**config.mk**
```make
export PLATFORM = sky130hd
export DESIGN_NAME = sadc_top
export DESIGN_NICKNAME = d
export VERILOG_FILES = /design/src/verilog/sadc_pkg.sv /design/src/verilog/sadc_seq_if.sv /design/src/verilog/sadc_seq.sv /design/src/verilog/sadc_irq.sv /design/src/verilog/sadc_top.sv
export SDC_FILE = /design/constraint.sdc
export NUM_CORES = 1
export LEC_CHECK = 0
export BUFFER_PORTS_ARGS = -buffer_cell sky130_fd_sc_hd__buf_2
export CORE_AREA = 2 2 146 148
export DETAILED_ROUTE_END_ITERATION = 8
export DIE_AREA = 0 0 148 150
export GPL_TIMING_DRIVEN = 0
export PLACE_DENSITY = 0.6
export SYNTH_ARGS = -nofsm -noshare
export SYNTH_HDL_FRONTEND = slang
export SYNTH_SLANG_ARGS = --single-unit
```
**constraint.sdc**
```tcl
create_clock -name core_clk -period 2.15 [get_ports core_clk]
set_input_delay 0.1075 -clock core_clk [delete_from_list [all_inputs] [get_ports core_clk]]
set_output_delay 0.1075 -clock core_clk [all_outputs]
set_load 0.005 [all_outputs]
```
**src/verilog/sadc_pkg.sv**
```systemverilog
// constants for the two-channel result and control block
package sadc_pkg;
    localparam int          ADDR_W    = 18;
    localparam int          RES_W     = 12;
    localparam int          NCH       = 2;
    // register indices; byte address is four times the index
    localparam logic [15:0] IDX_R0L   = 16'hf2d0;
    localparam logic [15:0] IDX_R0H   = 16'hf2d1;
    localparam logic [15:0] IDX_R1L   = 16'hf2d2;
    localparam logic [15:0] IDX_R1H   = 16'hf2d3;
    localparam logic [15:0] IDX_CON0  = 16'hf2f0;
    localparam logic [15:0] IDX_CON1  = 16'hf2f1;
    localparam logic [15:0] IDX_MOD0  = 16'hf2f2;
    localparam logic [15:0] IDX_STAT  = 16'hf2f4;
    localparam logic [15:0] IDX_MASK  = 16'hf2f5;
    // reset values
    localparam logic [7:0]  CON0_RST  = 8'h02;
    localparam logic [7:0]  CON1_RST  = 8'h00;
    localparam logic [7:0]  MOD0_RST  = 8'h00;
    // field positions
    localparam int          REP_BIT   = 0;
    localparam int          RUN_BIT   = 0;
    localparam int          NIB_POS   = 4;
    // bus answers
    localparam logic [1:0]  RESP_OK   = 2'h0;
    localparam logic [1:0]  RESP_ERR  = 2'h2;
endpackage

```
**src/verilog/sadc_seq_if.sv**
```systemverilog
// channel sequencer link between register file and sequencer
`timescale 1ns/10ps
`default_nettype none
interface sadc_seq_if;
    logic        run;
    logic        repeat_sel;
    logic [1:0]  sel;
    logic        clear_run;
    logic [1:0]  store;
    logic [11:0] data;
    logic        start;
    logic        ch;
    logic        done;
    logic [11:0] result;
    modport ctl (output run, repeat_sel, sel, done, result,
                 input clear_run, store, data, start, ch);
    modport seq (input run, repeat_sel, sel, done, result,
                 output clear_run, store, data, start, ch);
endinterface
`default_nettype wire

```
**src/verilog/sadc_seq.sv**
```systemverilog
// channel sequencer: start, wait for done, next channel or stop
`timescale 1ns/10ps
`default_nettype none
module sadc_seq
    import sadc_pkg::*;
(
    input  wire logic core_clk,
    input  wire logic arst_n,
    sadc_seq_if.seq   s
);
    typedef enum logic [1:0] {SQ_IDLE, SQ_WAIT, SQ_DONE} sadc_state_e;
    sadc_state_e state_r;

    // sequencing with one-cycle start, store and clear pulses
    always_ff @(posedge core_clk or negedge arst_n)
    begin
        if (!arst_n)
        begin
            state_r     <= SQ_IDLE;
            s.start     <= 1'b0;
            s.ch        <= 1'b0;
            s.store     <= 2'h0;
            s.clear_run <= 1'b0;
            s.data      <= 12'h000;
        end
        else
        begin
            s.start     <= 1'b0;
            s.store     <= 2'h0;
            s.clear_run <= 1'b0;
            case (state_r)
                SQ_IDLE:
                    if (s.run && s.sel != 2'h0) // empty select idles
                    begin
                        s.ch    <= ~s.sel[0];  // channel 0 first
                        s.start <= 1'b1;
                        state_r <= SQ_WAIT;
                    end
                SQ_WAIT:
                    if (!s.run)
                        state_r <= SQ_IDLE;  // software stop
                    else if (s.done)
                    begin
                        s.store[s.ch] <= 1'b1;
                        s.data        <= s.result;
                        if (!s.ch && s.sel[1])
                        begin
                            s.ch    <= 1'b1;  // then channel 1
                            s.start <= 1'b1;
                        end
                        else if (s.repeat_sel)
                        begin
                            s.ch    <= ~s.sel[0];  // loop again
                            s.start <= 1'b1;
                        end
                        else
                        begin
                            s.clear_run <= 1'b1;  // single mode ends
                            state_r     <= SQ_DONE;
                        end
                    end
                default:
                    state_r <= SQ_IDLE;  // run bit clears meanwhile
            endcase
        end
    end
endmodule
`default_nettype wire

```
**src/verilog/sadc_irq.sv**
```systemverilog
// sticky event status, mask and level interrupt
`timescale 1ns/10ps
`default_nettype none
module sadc_irq
    import sadc_pkg::*;
(
    input  wire logic       core_clk,
    input  wire logic       arst_n,
    input  wire logic [1:0] ev,
    input  wire logic       clr_we,
    input  wire logic [1:0] clr_data,
    input  wire logic       mask_we,
    input  wire logic [1:0] mask_data,
    output logic      [1:0] status_r,
    output logic      [1:0] mask_r,
    output logic            irq_r
);
    // set wins over write-one-to-clear
    always_ff @(posedge core_clk or negedge arst_n)
    begin
        if (!arst_n)
            status_r <= 2'h0;
        else
            status_r <= (status_r & ~(clr_we ? clr_data : 2'h0)) | ev;
    end

    always_ff @(posedge core_clk or negedge arst_n)
    begin
        if (!arst_n)
            mask_r <= 2'h0;
        else if (mask_we)
            mask_r <= mask_data;
    end

    always_ff @(posedge core_clk or negedge arst_n)
    begin
        if (!arst_n)
            irq_r <= 1'b0;
        else
            irq_r <= |(status_r & mask_r);
    end
endmodule
`default_nettype wire

```
**src/verilog/sadc_top.sv**
```systemverilog
// register file, bus slave and result storage of the converter
//
// The implementer's own choice: the AXI4-Lite slave port.
`timescale 1ns/10ps
`default_nettype none
//Contract
// - two channels, each with own 12-bit result
// - low byte: result bits 3..0 at 7..4
// - results load only on channel completion
// - low byte read-only, reset zero, word readable
// - high byte read-only, reset zero, byte only
// - channel 1 result at next two addresses
// - first control register read/write, reset 02
// - channel select register resets to none
// - run bit starts, stops, self-clears single
// - repeat bit picks single or continuous
// - channel 0 converts before channel 1
// - empty select: power only, nothing else
module sadc_top
    import sadc_pkg::*;
(
    input  wire logic              core_clk,
    input  wire logic              arst_n,
    input  wire logic [ADDR_W-1:0] s_axi_awaddr,
    input  wire logic              s_axi_awvalid,
    output logic                   s_axi_awready,
    input  wire logic [31:0]       s_axi_wdata,
    input  wire logic [3:0]        s_axi_wstrb,
    input  wire logic              s_axi_wvalid,
    output logic                   s_axi_wready,
    output logic [1:0]             s_axi_bresp,
    output logic                   s_axi_bvalid,
    input  wire logic              s_axi_bready,
    input  wire logic [ADDR_W-1:0] s_axi_araddr,
    input  wire logic              s_axi_arvalid,
    output logic                   s_axi_arready,
    output logic [31:0]            s_axi_rdata,
    output logic [1:0]             s_axi_rresp,
    output logic                   s_axi_rvalid,
    input  wire logic              s_axi_rready,
    output logic                   conv_power,
    output logic                   conv_start,
    output logic                   conv_channel,
    input  wire logic              conv_done,
    input  wire logic [RES_W-1:0]  conv_result,
    output logic                   conv_irq,
    output logic                   irq
);
    sadc_seq_if sif ();

    logic [RES_W-1:0] res_r [NCH];
    logic [7:0]       con0_r;
    logic [7:0]       con1_r;
    logic [7:0]       mod0_r;
    logic [15:0]      wr_idx_r;
    logic [31:0]      wdata_r;
    logic [3:0]       wstrb_r;
    logic [15:0]      rd_idx_r;
    logic [32:0]      rd_sel;
    logic             wr_go;
    logic             run_set;
    logic [1:0]       status;
    logic [1:0]       mask;
    logic             irq_lvl;

    assign wr_go = !s_axi_awready && !s_axi_wready && !s_axi_bvalid;
    assign run_set = wr_go && wstrb_r[0] && wdata_r[RUN_BIT] && wr_idx_r == IDX_CON1
        || wr_go && wstrb_r[1] && wdata_r[8 + RUN_BIT] && wr_idx_r == IDX_CON0;

    // sequencer link
    assign sif.run        = con1_r[RUN_BIT];
    assign sif.repeat_sel = con0_r[REP_BIT];
    assign sif.sel        = mod0_r[1:0];
    assign sif.done       = conv_done;
    assign sif.result     = conv_result;
    assign conv_start     = sif.start;
    assign conv_channel   = sif.ch;
    assign irq            = irq_lvl;

    sadc_seq u_seq (
        .core_clk (core_clk),
        .arst_n   (arst_n),
        .s        (sif.seq)
    );

    sadc_irq u_irq (
        .core_clk  (core_clk),
        .arst_n    (arst_n),
        .ev        (sif.store),
        .clr_we    (wr_go && wstrb_r[0] && wr_idx_r == IDX_STAT),
        .clr_data  (wdata_r[1:0]),
        .mask_we   (wr_go && wstrb_r[0] && wr_idx_r == IDX_MASK),
        .mask_data (wdata_r[1:0]),
        .status_r  (status),
        .mask_r    (mask),
        .irq_r     (irq_lvl)
    );

    // per-channel result storage, loaded only on completion
    genvar gi;
    generate
        for (gi = 0; gi < NCH; gi++)
        begin : g_res
            always_ff @(posedge core_clk or negedge arst_n)
            begin
                if (!arst_n)
                    res_r[gi] <= '0;
                else if (sif.store[gi])
                    res_r[gi] <= sif.data;
            end
        end
    endgenerate

    // completion pulse, one cycle per stored result
    always_ff @(posedge core_clk or negedge arst_n)
    begin
        if (!arst_n)
            conv_irq <= 1'b0;
        else
            conv_irq <= |sif.store;
    end

    // converter power follows the run bit
    always_ff @(posedge core_clk or negedge arst_n)
    begin
        if (!arst_n)
            conv_power <= 1'b0;
        else
            conv_power <= con1_r[RUN_BIT];
    end

    // write channels: address and data taken in either order
    always_ff @(posedge core_clk or negedge arst_n)
    begin
        if (!arst_n)
        begin
            s_axi_awready <= 1'b1;
            s_axi_wready  <= 1'b1;
            s_axi_bvalid  <= 1'b0;
            s_axi_bresp   <= RESP_OK;
            wr_idx_r      <= 16'h0000;
            wdata_r       <= 32'h0000_0000;
            wstrb_r       <= 4'h0;
        end
        else
        begin
            if (s_axi_awvalid && s_axi_awready)
            begin
                wr_idx_r      <= s_axi_awaddr[ADDR_W-1:2];
                s_axi_awready <= 1'b0;
            end
            if (s_axi_wvalid && s_axi_wready)
            begin
                wdata_r      <= s_axi_wdata;
                wstrb_r      <= s_axi_wstrb;
                s_axi_wready <= 1'b0;
            end
            if (wr_go)
            begin
                s_axi_bvalid <= 1'b1;
                if (wr_idx_r == IDX_R0L || wr_idx_r == IDX_R0H
                    || wr_idx_r == IDX_R1L || wr_idx_r == IDX_R1H
                    || wr_idx_r == IDX_CON0 || wr_idx_r == IDX_CON1
                    || wr_idx_r == IDX_MOD0 || wr_idx_r == IDX_STAT
                    || wr_idx_r == IDX_MASK)
                    s_axi_bresp <= RESP_OK;
                else
                    s_axi_bresp <= RESP_ERR;
            end
            else if (s_axi_bvalid && s_axi_bready)
            begin
                s_axi_bvalid  <= 1'b0;
                s_axi_awready <= 1'b1;
                s_axi_wready  <= 1'b1;
            end
        end
    end

    // first control register, upper lane reaches the second
    always_ff @(posedge core_clk or negedge arst_n)
    begin
        if (!arst_n)
            con0_r <= CON0_RST;
        else if (wr_go && wstrb_r[0] && wr_idx_r == IDX_CON0)
            con0_r <= wdata_r[7:0];
    end

    // run control: software write, hardware self-clear
    always_ff @(posedge core_clk or negedge arst_n)
    begin
        if (!arst_n)
            con1_r <= CON1_RST;
        else if (wr_go && wstrb_r[0] && wr_idx_r == IDX_CON1)
            con1_r <= wdata_r[7:0];
        else if (wr_go && wstrb_r[1] && wr_idx_r == IDX_CON0)
            con1_r <= wdata_r[15:8];
        else if (sif.clear_run)
            con1_r[RUN_BIT] <= 1'b0;
    end

    // channel select mode, byte lane only
    always_ff @(posedge core_clk or negedge arst_n)
    begin
        if (!arst_n)
            mod0_r <= MOD0_RST;
        else if (wr_go && wstrb_r[0] && wr_idx_r == IDX_MOD0)
            mod0_r <= wdata_r[7:0];
    end

    // read data mux by register index
    function automatic logic [32:0] rd_word(input logic [15:0] idx);
        logic [7:0] lo0;
        logic [7:0] lo1;
        lo0 = {res_r[0][NIB_POS-1:0], 4'h0};
        lo1 = {res_r[1][NIB_POS-1:0], 4'h0};
        if (idx == IDX_R0L)
            rd_word = {1'b0, 16'h0000, res_r[0][RES_W-1:NIB_POS], lo0};
        else if (idx == IDX_R0H)
            rd_word = {1'b0, 24'h00_0000, res_r[0][RES_W-1:NIB_POS]};
        else if (idx == IDX_R1L)
            rd_word = {1'b0, 16'h0000, res_r[1][RES_W-1:NIB_POS], lo1};
        else if (idx == IDX_R1H)
            rd_word = {1'b0, 24'h00_0000, res_r[1][RES_W-1:NIB_POS]};
        else if (idx == IDX_CON0)
            rd_word = {1'b0, 16'h0000, con1_r, con0_r};
        else if (idx == IDX_CON1)
            rd_word = {1'b0, 24'h00_0000, con1_r};
        else if (idx == IDX_MOD0)
            rd_word = {1'b0, 24'h00_0000, mod0_r};
        else if (idx == IDX_STAT)
            rd_word = {1'b0, 30'h0000_0000, status};
        else if (idx == IDX_MASK)
            rd_word = {1'b0, 30'h0000_0000, mask};
        else
            rd_word = {1'b1, 32'h0000_0000};
    endfunction

    // read word and error flag for the presented address
    always_comb
    begin
        rd_sel = rd_word(s_axi_araddr[ADDR_W-1:2]);
    end

    // read channel: answer one cycle after the address is taken
    always_ff @(posedge core_clk or negedge arst_n)
    begin
        if (!arst_n)
        begin
            s_axi_arready <= 1'b1;
            s_axi_rvalid  <= 1'b0;
            s_axi_rdata   <= 32'h0000_0000;
            s_axi_rresp   <= RESP_OK;
            rd_idx_r      <= 16'h0000;
        end
        else if (s_axi_arvalid && s_axi_arready)
        begin
            s_axi_arready <= 1'b0;
            s_axi_rvalid  <= 1'b1;
            rd_idx_r      <= s_axi_araddr[ADDR_W-1:2];
            s_axi_rdata   <= rd_sel[31:0];
            s_axi_rresp   <= rd_sel[32] ? RESP_ERR : RESP_OK;
        end
        else if (s_axi_rvalid && s_axi_rready)
        begin
            s_axi_rvalid  <= 1'b0;
            s_axi_arready <= 1'b1;
        end
    end
endmodule
`default_nettype wire

```
# == Word-level counts from Yosys, hierarchy flattened ==
# Index checks and enable logic that the tools add are counted.
# word_totals
ff_bits,149
in_bits,92
output_inout_bits,46
word_cells,159
# op_classes
n_lt_le_gt_ge,2
n_eq_ne,26
muxes,56
n_bitwise,5
reduce_logical,42
# op_table
cell,n
33-bit 2-to-1 mux,9
"16-bit == test, second input constant",18
1-bit 2-to-1 mux,30
2-bit 2-to-1 mux,11
1-bit logical AND,18
2-bit nonzero test,5
"3-bit inequality test, second input constant",3
1-bit logical OR,8
8-bit 2-to-1 mux,1
7-bit 2-to-1 mux,1
5-bit AND reduction,1
2-bit bitwise AND,2
1-bit logical NOT,4
"2-bit inequality test, second input constant",2
1-bit one-hot mux with 2 select lines,2
2-bit one-hot mux with 2 select lines,1
4-bit AND reduction,1
2-bit OR reduction,2
"3-bit by 2-bit inequality test with 1-bit output, second input constant",1
3-bit AND reduction,1
3-bit nonzero test,1
"2-bit by 1-bit == test with 1-bit output, second input constant",1
2-bit logical NOT,1
"1-bit by 2-bit less-than comparator with 1-bit output, second input constant",1
6 further kinds,6

# == Logic depth before layout (Yosys ltp) ==
# Gate-level depths: netlist of the first run.
# logic_depth
word_depth,11
ltp_mapped,7
ltp_nobuf,5

# == Cells and area by module ==
# Synthesis of the first run repeated with hierarchy kept, for this count alone.
# unflattened
hier_cells,463
hier_area_um2,5825.6
# modules_own_cells
mod,instances,cells_per_inst,area_per_inst_um2,seq_area_each_um2
sadc_top,1,397,4869.7,2682.6
sadc_seq,1,54,769.5,475.5
sadc_irq,1,12,186.4,125.1

# == Worst setup path before layout of the first run ==
# No wires, ideal clock.
# synth_timing
path_type,reg-to-reg
start,register wr_idx_r[10]
end,register mod0_r[0]
setup_time_ps,125
t_arrival_ps,1633
t_required_ps,2025
slack_ps,392
stages_incl_launch_ff,7
path_buffers,1
period_less_slack_ps,1758
cell_sequence,dfrtp_1 nor4bb_1 nand3_1 nor4_1 and3_1 buf_2 mux2_2
# synth_via
elab_chain_len,2
# synth_rtl
element,line,text
start: declaration,sadc_top.sv:55,logic [15:0] wr_idx_r;
start signal: assignment,sadc_top.sv:149,wr_idx_r <= s_axi_awaddr[ADDR_W-1:2];
16-bit == test,sadc_top.sv:206,else if (wr_go && wstrb_r[0] && wr_idx_r == IDX_MOD0)
1-bit logical AND,sadc_top.sv:206,
end signal: assignment,sadc_top.sv:207,mod0_r <= wdata_r[7:0];
end: declaration,sadc_top.sv:54,logic [7:0] mod0_r;
# No other way between the ends.
# A chain may end at the register's enable or synchronous reset.

# == Final worst setup path of the first run ==
# layout_timing
start,register wr_idx_r[10]
end,register mod0_r[7]
# Same word-level chain as after synthesis.

==> impl_metrics.csv, run 1 <==
group,metric,value,unit
place,placed_cell_area,7051,µm²
synthesis,synth_top_flop_cell,"dfrtp_1",
cells_and_area,utilization,40.06,%
cells_and_area,drive_above_1_share,40.31,%
cells_and_area,fin_nets,781,
place,port_buffers,97,
routing,wl_per_cell,16.11,µm
routing,drt-pass1-iter-count,4,
setup_path,r2r-start,"wr_idx_r[10]$_DFFE_PN0P_",
timing,worst_pin_slew,0.8205,ns
timing,fmaxAchievable,0.5059,GHz
routing,drt_iter0_markers,271,
clocking,path_clk_slew,0.06,ns
setup_path,arrival,2.28,ns
synthesis,async_flop_share,100.0,%
power_and_ir_drop,ir_worst_vdd,706.1,µV
place,place_congestion,0.8372,
routing,wl,15.75,mm
clocking,htree_num_levels,4,
floorplanning,core_area,20690,µm²
flow_run,cap_violations,0,
timing,grt_setup_unrepaired,"no",
routing,vias_per_cell,4.735,
setup_path,critPathCaptureType,"register",
floorplanning,die_h,150,µm
setup_path,path_cells,"nor4bb_1 -> nand3_1 -> nor4_2 -> and3_1 -> buf_2 -> mux2_2",
floorplanning,dieWidth,148,µm
clocking,cts_tree,"done",
setup_path,ff2ff_setup_slack,0.17,ns
setup_path,cpLargestDelayFamily,"simple AND/OR/NAND/NOR gates",
setup_path,path_depth,6,
synthesis,synth_most_common_cell,"dfrtp_1",
routing,num_vias,4631,
synthesis,yosys-top-cells-count,"127 x dfrtp_1, 92 x mux2_2, 25 x nand2_1, 18 x buf_4, 18 x o21ai_0",
setup_path,r2r_cells,6,
setup_path,r2r-end,"mod0_r[7]$_DFFE_PN0P_",
synthesis,ys_ff_latch,131,
setup_path,required,2.45,ns
global_routing,antenna_found_initial,1,
global_routing,grt-ovfl-total,0,
timing,setup_viol,0,
clocking,cts_sinks,131,
synthesis,ys_seq_area_share,53.62,%
setup_path,critPathSlowestCell,"dfrtp_1",
cells_and_area,layoutNonFillerInstCount,978,
timing,drv_slew,0,
clocking,root_buffer,"clkbuf_16",
place,post-place-cells,887,
setup_path,crit_type,"register to register",
global_routing,grt.total_usage,14.61,%
synthesis,yosysTopAreaCell,"dfrtp_1",
synthesis,synth_top_area_share,51.90,%
setup_path,path_buf_inv,1,
power_and_ir_drop,pwr_density_cell,888.7,nW/µm²
timing,finalHoldViolCount,0,
setup_path,critPathMaxFanout,8,
clocking,cts_max_path_buffers,2,
setup_path,startpoint_type,"register",
synthesis,ys_top_cells_by_area,"dfrtp_1 52%, mux2_2 17%, buf_4 2.2%",
floorplanning,rows,53,
global_routing,grt_pass1_wl,24.76,mm
floorplanning,num_io_pins,138,
timing,clock_skew,0.01193,ns
timing,tns,0,ns
cells_and_area,synthToLayoutAreaGrowth,35.35,%
timing,maxSlewHeadroom,44.79,%
setup_path,max_stage_delay,0.42,ns
run_status,status,"finished clean",
global_routing,grt_pass1_vias,4520,
synthesis,syn_area,6123,µm²
floorplanning,initial_utilization,29.60,%
min_path,hp-class,"primary input to register",
power_and_ir_drop,p_leak,3.896,nW
synthesis,syn_inst,497,
timing,period_share,91.94,%
synthesis,yosys_warnings,0,
synthesis,syn_avg_cell_area,12.32,µm²
routing,drc,0,
synthesis,synth_edf_count,0,
timing,holdWs,0.2122,ns
setup_path,worstSetupStartpoint,"wr_idx_r[10]$_DFFE_PN0P_",
cells_and_area,final_cell_area,8288,µm²
floorplanning,die_area,22200,µm²
synthesis,synth_cell_types,59,
clocking,clock_latency,0.42,ns
setup_path,setup.worst_path.end,"mod0_r[7]$_DFFE_PN0P_",
global_routing,grt_start_max_net_pins,68,
place,dp_hpwl,11.47,mm
timing,period_needed,1.977,ns
routing,ant_nets,0,
clocking,cts_made_buffers,17,
## how the worst min path moves through the flow
stage	from	to	slack, ns	depth (start not counted)
4_1_cts	s_axi_araddr[5]	s_axi_rresp[1]$_DFFE_PN0P_	0.17	5
3_5_place_dp	arst_n	wr_idx_r[11]$_DFFE_PN0P_	0.14	1
5_1_grt	s_axi_araddr[5]	s_axi_rdata[3]$_DFFE_PN0P_	0.22	4
6_report	s_axi_araddr[5]	s_axi_rresp[1]$_DFFE_PN0P_	0.21	5
2_1_floorplan	arst_n	con0_r[0]$_DFFE_PN0P_	-0.19	0
3_3_place_gp	s_axi_awvalid	s_axi_awready$_DFF_PN1_	0.27	2
## area by class of cell
cell class                 instances  area (µm²)
fill                            2017       12400
inverter                          13       48.80
timing repair buffer             157        1115
buffer                            38       241.5
sequential                       131        3283
clock inverter                    14       176.4
clock buffer                      18       439.2
antenna                            1       2.502
multi-input combinational        331        2638
tap                              275       344.1
## report_power, final
part           switching, W  internal (W)  leakage [nW]
logic              0.000473      0.000634          1.88
registers          0.000368       0.00289          1.72
clock network       0.00114       0.00187         0.297
total               0.00198       0.00539          3.90
## registers in the layout, summed over array words and instances, names as in the netlist, 2 cells and up
| name | flops |
|---|---|
| u_seq.s.data | 12 |
| s_axi_rdata | 16 |
| res_r | 24 |
| con1_r | 8 |
| wdata_r | 16 |
| wr_idx_r | 16 |
| u_seq.s.store | 2 |
| u_seq.state_r | 2 |
| u_irq.status_r | 2 |
| u_irq.mask_r | 2 |
| mod0_r | 8 |
| con0_r | 8 |
| wstrb_r | 2 |
## stage by stage
| step | total power, W | setup WS [ns] |
|---|---|---|
| finish | 0.007366 | 0.1732 |
| floorplan | 0.003838 | 0.3921 |
| global route | 0.007737 | 0.02911 |
| detailed placement | 0.004285 | -0.04298 |
| global placement | 0.004234 | -0.8524 |
| CTS | 0.007407 | 0.03547 |
## logic make-up (layout without fill, tap and decap cells)
logic type             Yosys count  after routing  share of synthesized area (%)
and+or+nand+nor                118            118                          11.65
AOI/OAI and AO/OA               93             93                          11.26
other                            1             19                        0.06124
muxes                          102            102                          18.63
buffers and inverters           52            240                          4.781
DFF                            131            131                          53.62
## repair_timing
action	in CTS	in global routing
hold buffers	56	0
pin swaps	0	3
endpoints found under the hold margin	116	0
endpoints found under the setup margin	6	28
resized for setup	1	4
buffers inserted	0	3
## per-layer routing
| metal | up-vias | track usage [%] | wire (µm) |
|---|---|---|---|
| met5 | - | 0 | 0 |
| met1 | 2289 | 18.82 | 7033 |
| met3 | 6 | 4.421 | 1011 |
| li1 | 2192 | - | - |
| met4 | 0 | 3.286 | 82 |
| met2 | 144 | 24.28 | 7624 |
## worst min-delay path: cells and delay by family
kind	cells	cell delay (ns)
AO/OA/AOI/OAI	2	0.21
buffers and inverters	2	0.19
AND/OR/NAND/NOR	1	0.08
## cells in the final DEF, fill, tap and decap left out, drive strengths merged, types with 4 or more instances in the layout
| master | Yosys | routed |
|---|---|---|
| nand2b | 6 | 6 |
| inv | 13 | 16 |
| clkinv | 0 | 6 |
| a22oi | 11 | 11 |
| nand3 | 13 | 13 |
| a22o | 5 | 5 |
| o221ai | 5 | 5 |
| clkbuf | 12 | 29 |
| nand2 | 25 | 25 |
| mux2 | 96 | 96 |
| nor4 | 8 | 8 |
| dfstp | 4 | 4 |
| nor2 | 13 | 13 |
| nand4 | 8 | 8 |
| buf | 27 | 128 |
| dlygate4sd3 | 0 | 56 |
| and3 | 4 | 4 |
| a21oi | 13 | 13 |
| conb | 1 | 18 |
| dfrtp | 127 | 127 |
| nor3 | 7 | 7 |
| o22a | 7 | 7 |
| o21ai | 28 | 28 |
| nor2b | 8 | 8 |
| mux2i | 6 | 6 |
| o21a | 8 | 8 |
No activity file was read; power rests on OpenSTA's default activity.
==> run 2: changes to the inputs <==
- CORE_AREA: 2 2 146 148 -> 2 2 111 194
- CTS_CLUSTER_SIZE: unset -> 40
- DIE_AREA: 0 0 148 150 -> 0 0 113 196
==> run 2 against run 1 <==
Net effect:
- the flow now finishes with violations (design-rule violations)
- final cell count down 2.6%
- critical path depth unchanged
- combinational power about the same
- clock power rose by 6%
- critical endpoint is now con0_r[5]$_DFFE_PN0P_
- die area down 0.23%
- routed wire length increased by 4.1%
- sequential share of layout area barely moved
==> impl_metrics.csv, run 2 (synthesized netlist as in run 1, its figures left out) <==
group,metric,value,unit
global_routing,grt.total_usage,15.48,%
floorplanning,dieWidth,113,µm
cells_and_area,layoutNonFillerInstCount,953,
clocking,htree_num_levels,4,
flow_run,cap_violations,0,
setup_path,arrival,2.30,ns
setup_path,crit_type,"register to register",
clocking,root_buffer,"clkbuf_16",
timing,worst_pin_slew,0.8153,ns
global_routing,antenna_found_initial,1,
global_routing,grt_pass1_wl,26.25,mm
timing,clock_skew,0.01048,ns
cells_and_area,final_cell_mix,"127 x dfrtp_1, 100 x buf_2, 92 x mux2_2",
place,dp_hpwl,12.16,mm
routing,vias_per_cell,4.832,
routing,wl,16.39,mm
setup_path,critPathSlowestCell,"nor4_2",
place,port_buffers,97,
routing,wl_per_cell,17.20,µm
min_path,hp-class,"primary input to async pin",
clocking,cts_sinks,131,
floorplanning,core_area,20670,µm²
clocking,clock_latency,0.42,ns
power_and_ir_drop,ir_worst_vdd,662.1,µV
floorplanning,die_h,196,µm
cells_and_area,largest_register_ffs,24,
place,place_congestion,0.9092,
floorplanning,rows,70,
floorplanning,initial_utilization,29.62,%
cells_and_area,layout_commonest_cell,"dfrtp_1",
timing,maxSlewHeadroom,45.15,%
timing,drv_slew,0,
timing,period_share,92.94,%
routing,drc,10,
timing,period_needed,1.998,ns
routing,num_vias,4605,
routing,ant_nets,0,
clocking,path_clk_slew,0.06,ns
clocking,cts_made_buffers,17,
setup_path,critPathMaxFanout,8,
cells_and_area,fin_nets,781,
clocking,cts_tree,"done",
place,post-place-cells,864,
global_routing,grt-ovfl-total,0,
cells_and_area,largest_register,"res_r",
global_routing,grt_start_max_net_pins,92,
power_and_ir_drop,pwr_density_cell,908.6,nW/µm²
floorplanning,die_area,22150,µm²
timing,finalHoldViolCount,0,
timing,setup_viol,0,
global_routing,grt_pass1_vias,4836,
run_status,status,"complete, but fails checks",
clocking,cts_max_path_buffers,2,
cells_and_area,drive_above_1_share,39.94,%
setup_path,startpoint_type,"register",
cells_and_area,synthToLayoutAreaGrowth,35.23,%
setup_path,path_cells,"nand2b_1 -> nor4_2 -> nand3_1 -> nor3_4 -> buf_12 -> mux2_2",
routing,drt-pass1-iter-count,6,
power_and_ir_drop,p_leak,3.905,nW
setup_path,max_stage_delay,0.39,ns
routing,drt_iter0_markers,149,
timing,fmaxAchievable,0.5005,GHz
floorplanning,num_io_pins,138,
setup_path,critPathCaptureType,"register",
setup_path,required,2.45,ns
power_and_ir_drop,total_power,0.007524,W
run_status,violations,"design-rule violations",
cells_and_area,n_antenna_cell,0,
run 2: layer usage:
layer | routed length [µm] | track usage [%]
met1 | 6187 | 16.48
met2 | 8658 | 27.74
met3 | 781 | 3.954
met4 | 757 | 8.085
met5 | 7 | 0
run 2: layout make-up:
| cell class | instances | area [µm²] |
|---|---|---|
| Inverter | 13 | 48.80 |
| Clock inverter | 12 | 206.4 |
| Clock buffer | 19 | 442.9 |
| Timing Repair Buffer | 157 | 1115 |
| Tap cell | 252 | 315.3 |
| Multi-Input combinational cell | 331 | 2626 |
| Buffer | 38 | 242.7 |
| Fill cell | 2027 | 12390 |
| Sequential cell | 131 | 3283 |
run 2: where the power goes:
part | leakage (nW) | switching, W | internal [W]
sequential | 1.72 | 0.000360 | 0.00289
clock | 0.313 | 0.00108 | 0.00209
combinational | 1.87 | 0.000472 | 0.000633
total | 3.91 | 0.00192 | 0.00561
run 2: worst max-delay path, delay by kind of cell, from the launching register on:
kind | cells | cell delay (ns)
buffers and inverters | 1 | 0.15
flip-flops | 1 | 0.38
multiplexers | 1 | 0.33
AND/OR/NAND/NOR | 4 | 1.01
run 2: worst paths after layout:
path | cells past startpoint | end | startpoint | slack (ns)
max | 6 | con0_r[5]$_DFFE_PN0P_ | wr_idx_r[3]$_DFFE_PN0P_ | 0.15
max in group asynchronous | 3 | con0_r[1]$_DFFE_PN1P_ | arst_n | 1.21
min in group core_clk | 4 | s_axi_rdata[2]$_DFFE_PN0P_ | s_axi_araddr[5] | 0.21
min reg2reg | 2 | s_axi_rdata[11]$_DFFE_PN0P_ | s_axi_rdata[11]$_DFFE_PN0P_ | 0.48
max reg2reg | 6 | con0_r[5]$_DFFE_PN0P_ | wr_idx_r[3]$_DFFE_PN0P_ | 0.15
min | 2 | s_axi_bvalid$_DFFE_PN0P_ | arst_n | 0.17
run 2: what timing repair did:
item	CTS	global route
endpoints found under the setup margin	0	26
setup buffers	0	3
hold endpoints to repair	93	0
resized for setup	0	4
hold buffers	56	0
run 2: through the flow:
step / worst slack [ns] / hold WS (ns) / setup TNS [ns] / utilization [%] / cell area (µm²)
floorplan: 0.3921 / -0.1881 / 0 / - / 6187
global placement: -0.8857 / 0.2711 / -111.14 / 33.81 / 6988
detailed placement: 0.02735 / 0.05354 / 0 / 33.97 / 7022
CTS: 0.004653 / 0.1744 / 0 / 39.82 / 8232
global route: -0.009398 / 0.1908 / -0.01934 / 40.06 / 8280
finish: 0.1519 / 0.1746 / 0 / 40.06 / 8280
==> run 3: changes to the inputs <==
- BUFFER_PORTS_ARGS: -buffer_cell sky130_fd_sc_hd__buf_2 -> -buffer_cell sky130_fd_sc_hd__buf_4
==> run 3 against run 2 <==
Net effect:
- the flow still finishes with violations (design-rule violations)
- hold slack got worse by 0.033 ns
- sequential share of layout area down 1.1 points
- clock power hardly changed
- clock skew fell by 0.0032 ns
- combinational power grew 7%
- die area unchanged
- critical path depth unchanged
- non-clock buffer count increased by 1
- via count down 0.69%
- count of clock-buffer cells in the layout grew 3
- first-iteration DRC count increased by 23%
==> impl_metrics.csv, run 3 (synthesized netlist as in run 1, its figures left out) <==
group,metric,value,unit
run_status,status,"complete, but fails checks",
setup_path,cpLargestDelayFamily,"simple AND/OR/NAND/NOR gates",
timing,grt_setup_unrepaired,"no",
routing,drt_iter0_markers,183,
setup_path,path_buf_inv,1,
global_routing,grt_start_max_net_pins,97,
clocking,path_clk_slew,0.06,ns
place,dp_slack,0.01771,ns
routing,vias_per_cell,4.788,
clocking,htree_num_levels,4,
timing,period_share,95.38,%
setup_path,startpoint_type,"register",
power_and_ir_drop,ir_worst_vdd,573.7,µV
clocking,cts_tree,"done",
routing,ant_nets,0,
power_and_ir_drop,pwr_density_cell,892.4,nW/µm²
setup_path,critPathMaxFanout,8,
routing,num_vias,4573,
timing,setup_viol,0,
power_and_ir_drop,total_power,0.007595,W
floorplanning,core_area,20670,µm²
cells_and_area,fillCellCount,1995,
setup_path,crit_type,"register to register",
timing,fin_ws,0.09935,ns
floorplanning,die_h,196,µm
global_routing,grt_pass1_wl,26.26,mm
timing,clock_skew,0.007325,ns
cells_and_area,largest_register,"res_r",
cells_and_area,largest_register_ffs,24,
timing,fmaxAchievable,0.4877,GHz
cells_and_area,synthToLayoutAreaGrowth,38.99,%
global_routing,grt_pass1_vias,4792,
clocking,clock_latency,0.43,ns
timing,drv_slew,0,
floorplanning,num_io_pins,138,
cells_and_area,drive_above_1_share,39.54,%
setup_path,max_stage_delay,0.41,ns
min_path,hp-class,"primary input to async pin",
timing,worst_pin_slew,0.7946,ns
cells_and_area,final_cell_mix,"127 x dfrtp_1, 116 x buf_4, 92 x mux2_2",
global_routing,antenna_found_initial,0,
routing,drc,10,
timing,maxSlewHeadroom,46.54,%
cells_and_area,layoutNonFillerInstCount,955,
flow_run,cap_violations,0,
timing,period_needed,2.051,ns
timing,finalHoldViolCount,0,
timing,holdWs,0.1416,ns
floorplanning,dieWidth,113,µm
floorplanning,die_area,22150,µm²
setup_path,arrival,2.36,ns
global_routing,grt.total_usage,15.54,%
routing,wl_per_cell,17.29,µm
place,place_congestion,0.9130,
routing,wl,16.51,mm
clocking,root_buffer,"clkbuf_16",
floorplanning,rows,70,
timing,tns,0,ns
run_status,violations,"design-rule violations",
cells_and_area,n_antenna_cell,0,
power_and_ir_drop,p_leak,3.968,nW
place,post-place-cells,864,
cells_and_area,fin_nets,782,
routing,drt-pass1-iter-count,7,
clocking,cts_made_buffers,17,
floorplanning,initial_utilization,29.62,%
clocking,cts_sinks,131,
global_routing,grt-ovfl-total,0,
setup_path,critPathCaptureType,"register",
setup_path,required,2.46,ns
place,port_buffers,97,
setup_path,path_cells,"nor4bb_1 -> nand3_1 -> nor4_1 -> and3_1 -> clkbuf_4 -> mux2_2",
place,dp_hpwl,12.06,mm
cells_and_area,layout_commonest_cell,"dfrtp_1",
setup_path,critPathSlowestCell,"dfrtp_1",
clocking,cts_max_path_buffers,2,
## run 3: cell types whose count changed in the layout (fill, tap and decap cells not counted), sizes merged
cell      previous run  this run
clkinvlp             1         2
inv                 13        16
clkinv               6         1
bufinv               5         4
clkbuf              31        35
## run 3: worst reg2reg max path: cells and delay by family (launching register included)
| kind | cells | cell delay [ns] |
|---|---|---|
| flops | 1 | 0.41 |
| simple gates | 4 | 0.96 |
| buf+inv | 1 | 0.21 |
| mux | 1 | 0.35 |
## run 3: area by class of cell
type | count | area, µm² | share of cell area [%]
multi-input cells | 331 | 2618 | 30.76
plain buffers | 39 | 246.5 | 2.896
inverters | 13 | 48.80 | 0.5734
well taps | 252 | 315.3 | 3.705
repair buffers | 157 | 1355 | 15.92
flip-flops and latches | 131 | 3283 | 38.58
clock buffers | 22 | 474.2 | 5.572
clock inverters | 10 | 170.2 | 1.999
## run 3: timing repair
item,4_1_cts,5_1_grt
hold buffers,56,0
buffers inserted,0,3
hold endpoints to repair,88,0
endpoints found under the setup margin,3,20
pin swaps,0,4
gates resized for setup,1,1
## run 3: final timing paths
path | start | endpoint | slack (ns) | cells past startpoint
min in group core_clk | s_axi_araddr[5] | s_axi_rdata[2]$_DFFE_PN0P_ | 0.17 | 4
worst max-delay path | wr_idx_r[11]$_DFFE_PN0P_ | mod0_r[6]$_DFFE_PN0P_ | 0.1 | 6
worst min-delay path | arst_n | wdata_r[14]$_DFFE_PN0P_ | 0.14 | 2
worst min register to register | s_axi_rdata[8]$_DFFE_PN0P_ | s_axi_rdata[8]$_DFFE_PN0P_ | 0.48 | 2
max in group asynchronous | arst_n | u_irq.irq_r$_DFF_PN0_ | 1.21 | 3
worst max register to register | wr_idx_r[11]$_DFFE_PN0P_ | mod0_r[6]$_DFFE_PN0P_ | 0.1 | 6
## run 3: power by group
part | leakage (nW) | total (W) | switching, W | internal (W)
logic | 1.94 | 0.00118 | 0.000472 | 0.000707
clock network | 0.308 | 0.00316 | 0.00112 | 0.00205
registers | 1.72 | 0.00325 | 0.000364 | 0.00289
## run 3: through the flow
stage	instance area [µm²]	utilization [%]
floorplan	6187	-
global placement	7231	34.98
detailed placement	7262	35.13
CTS	8473	40.99
global route	8511	41.17
finish	8511	41.17
## run 3: per-layer routing
metal	vias to the layer above	GRT usage [%]	wire length (µm)
met4	0	7.046	510
met3	30	3.892	894
met5	-	0	0
li1	2184	-	-
met1	2212	16.61	6227
met2	147	28.37	8879
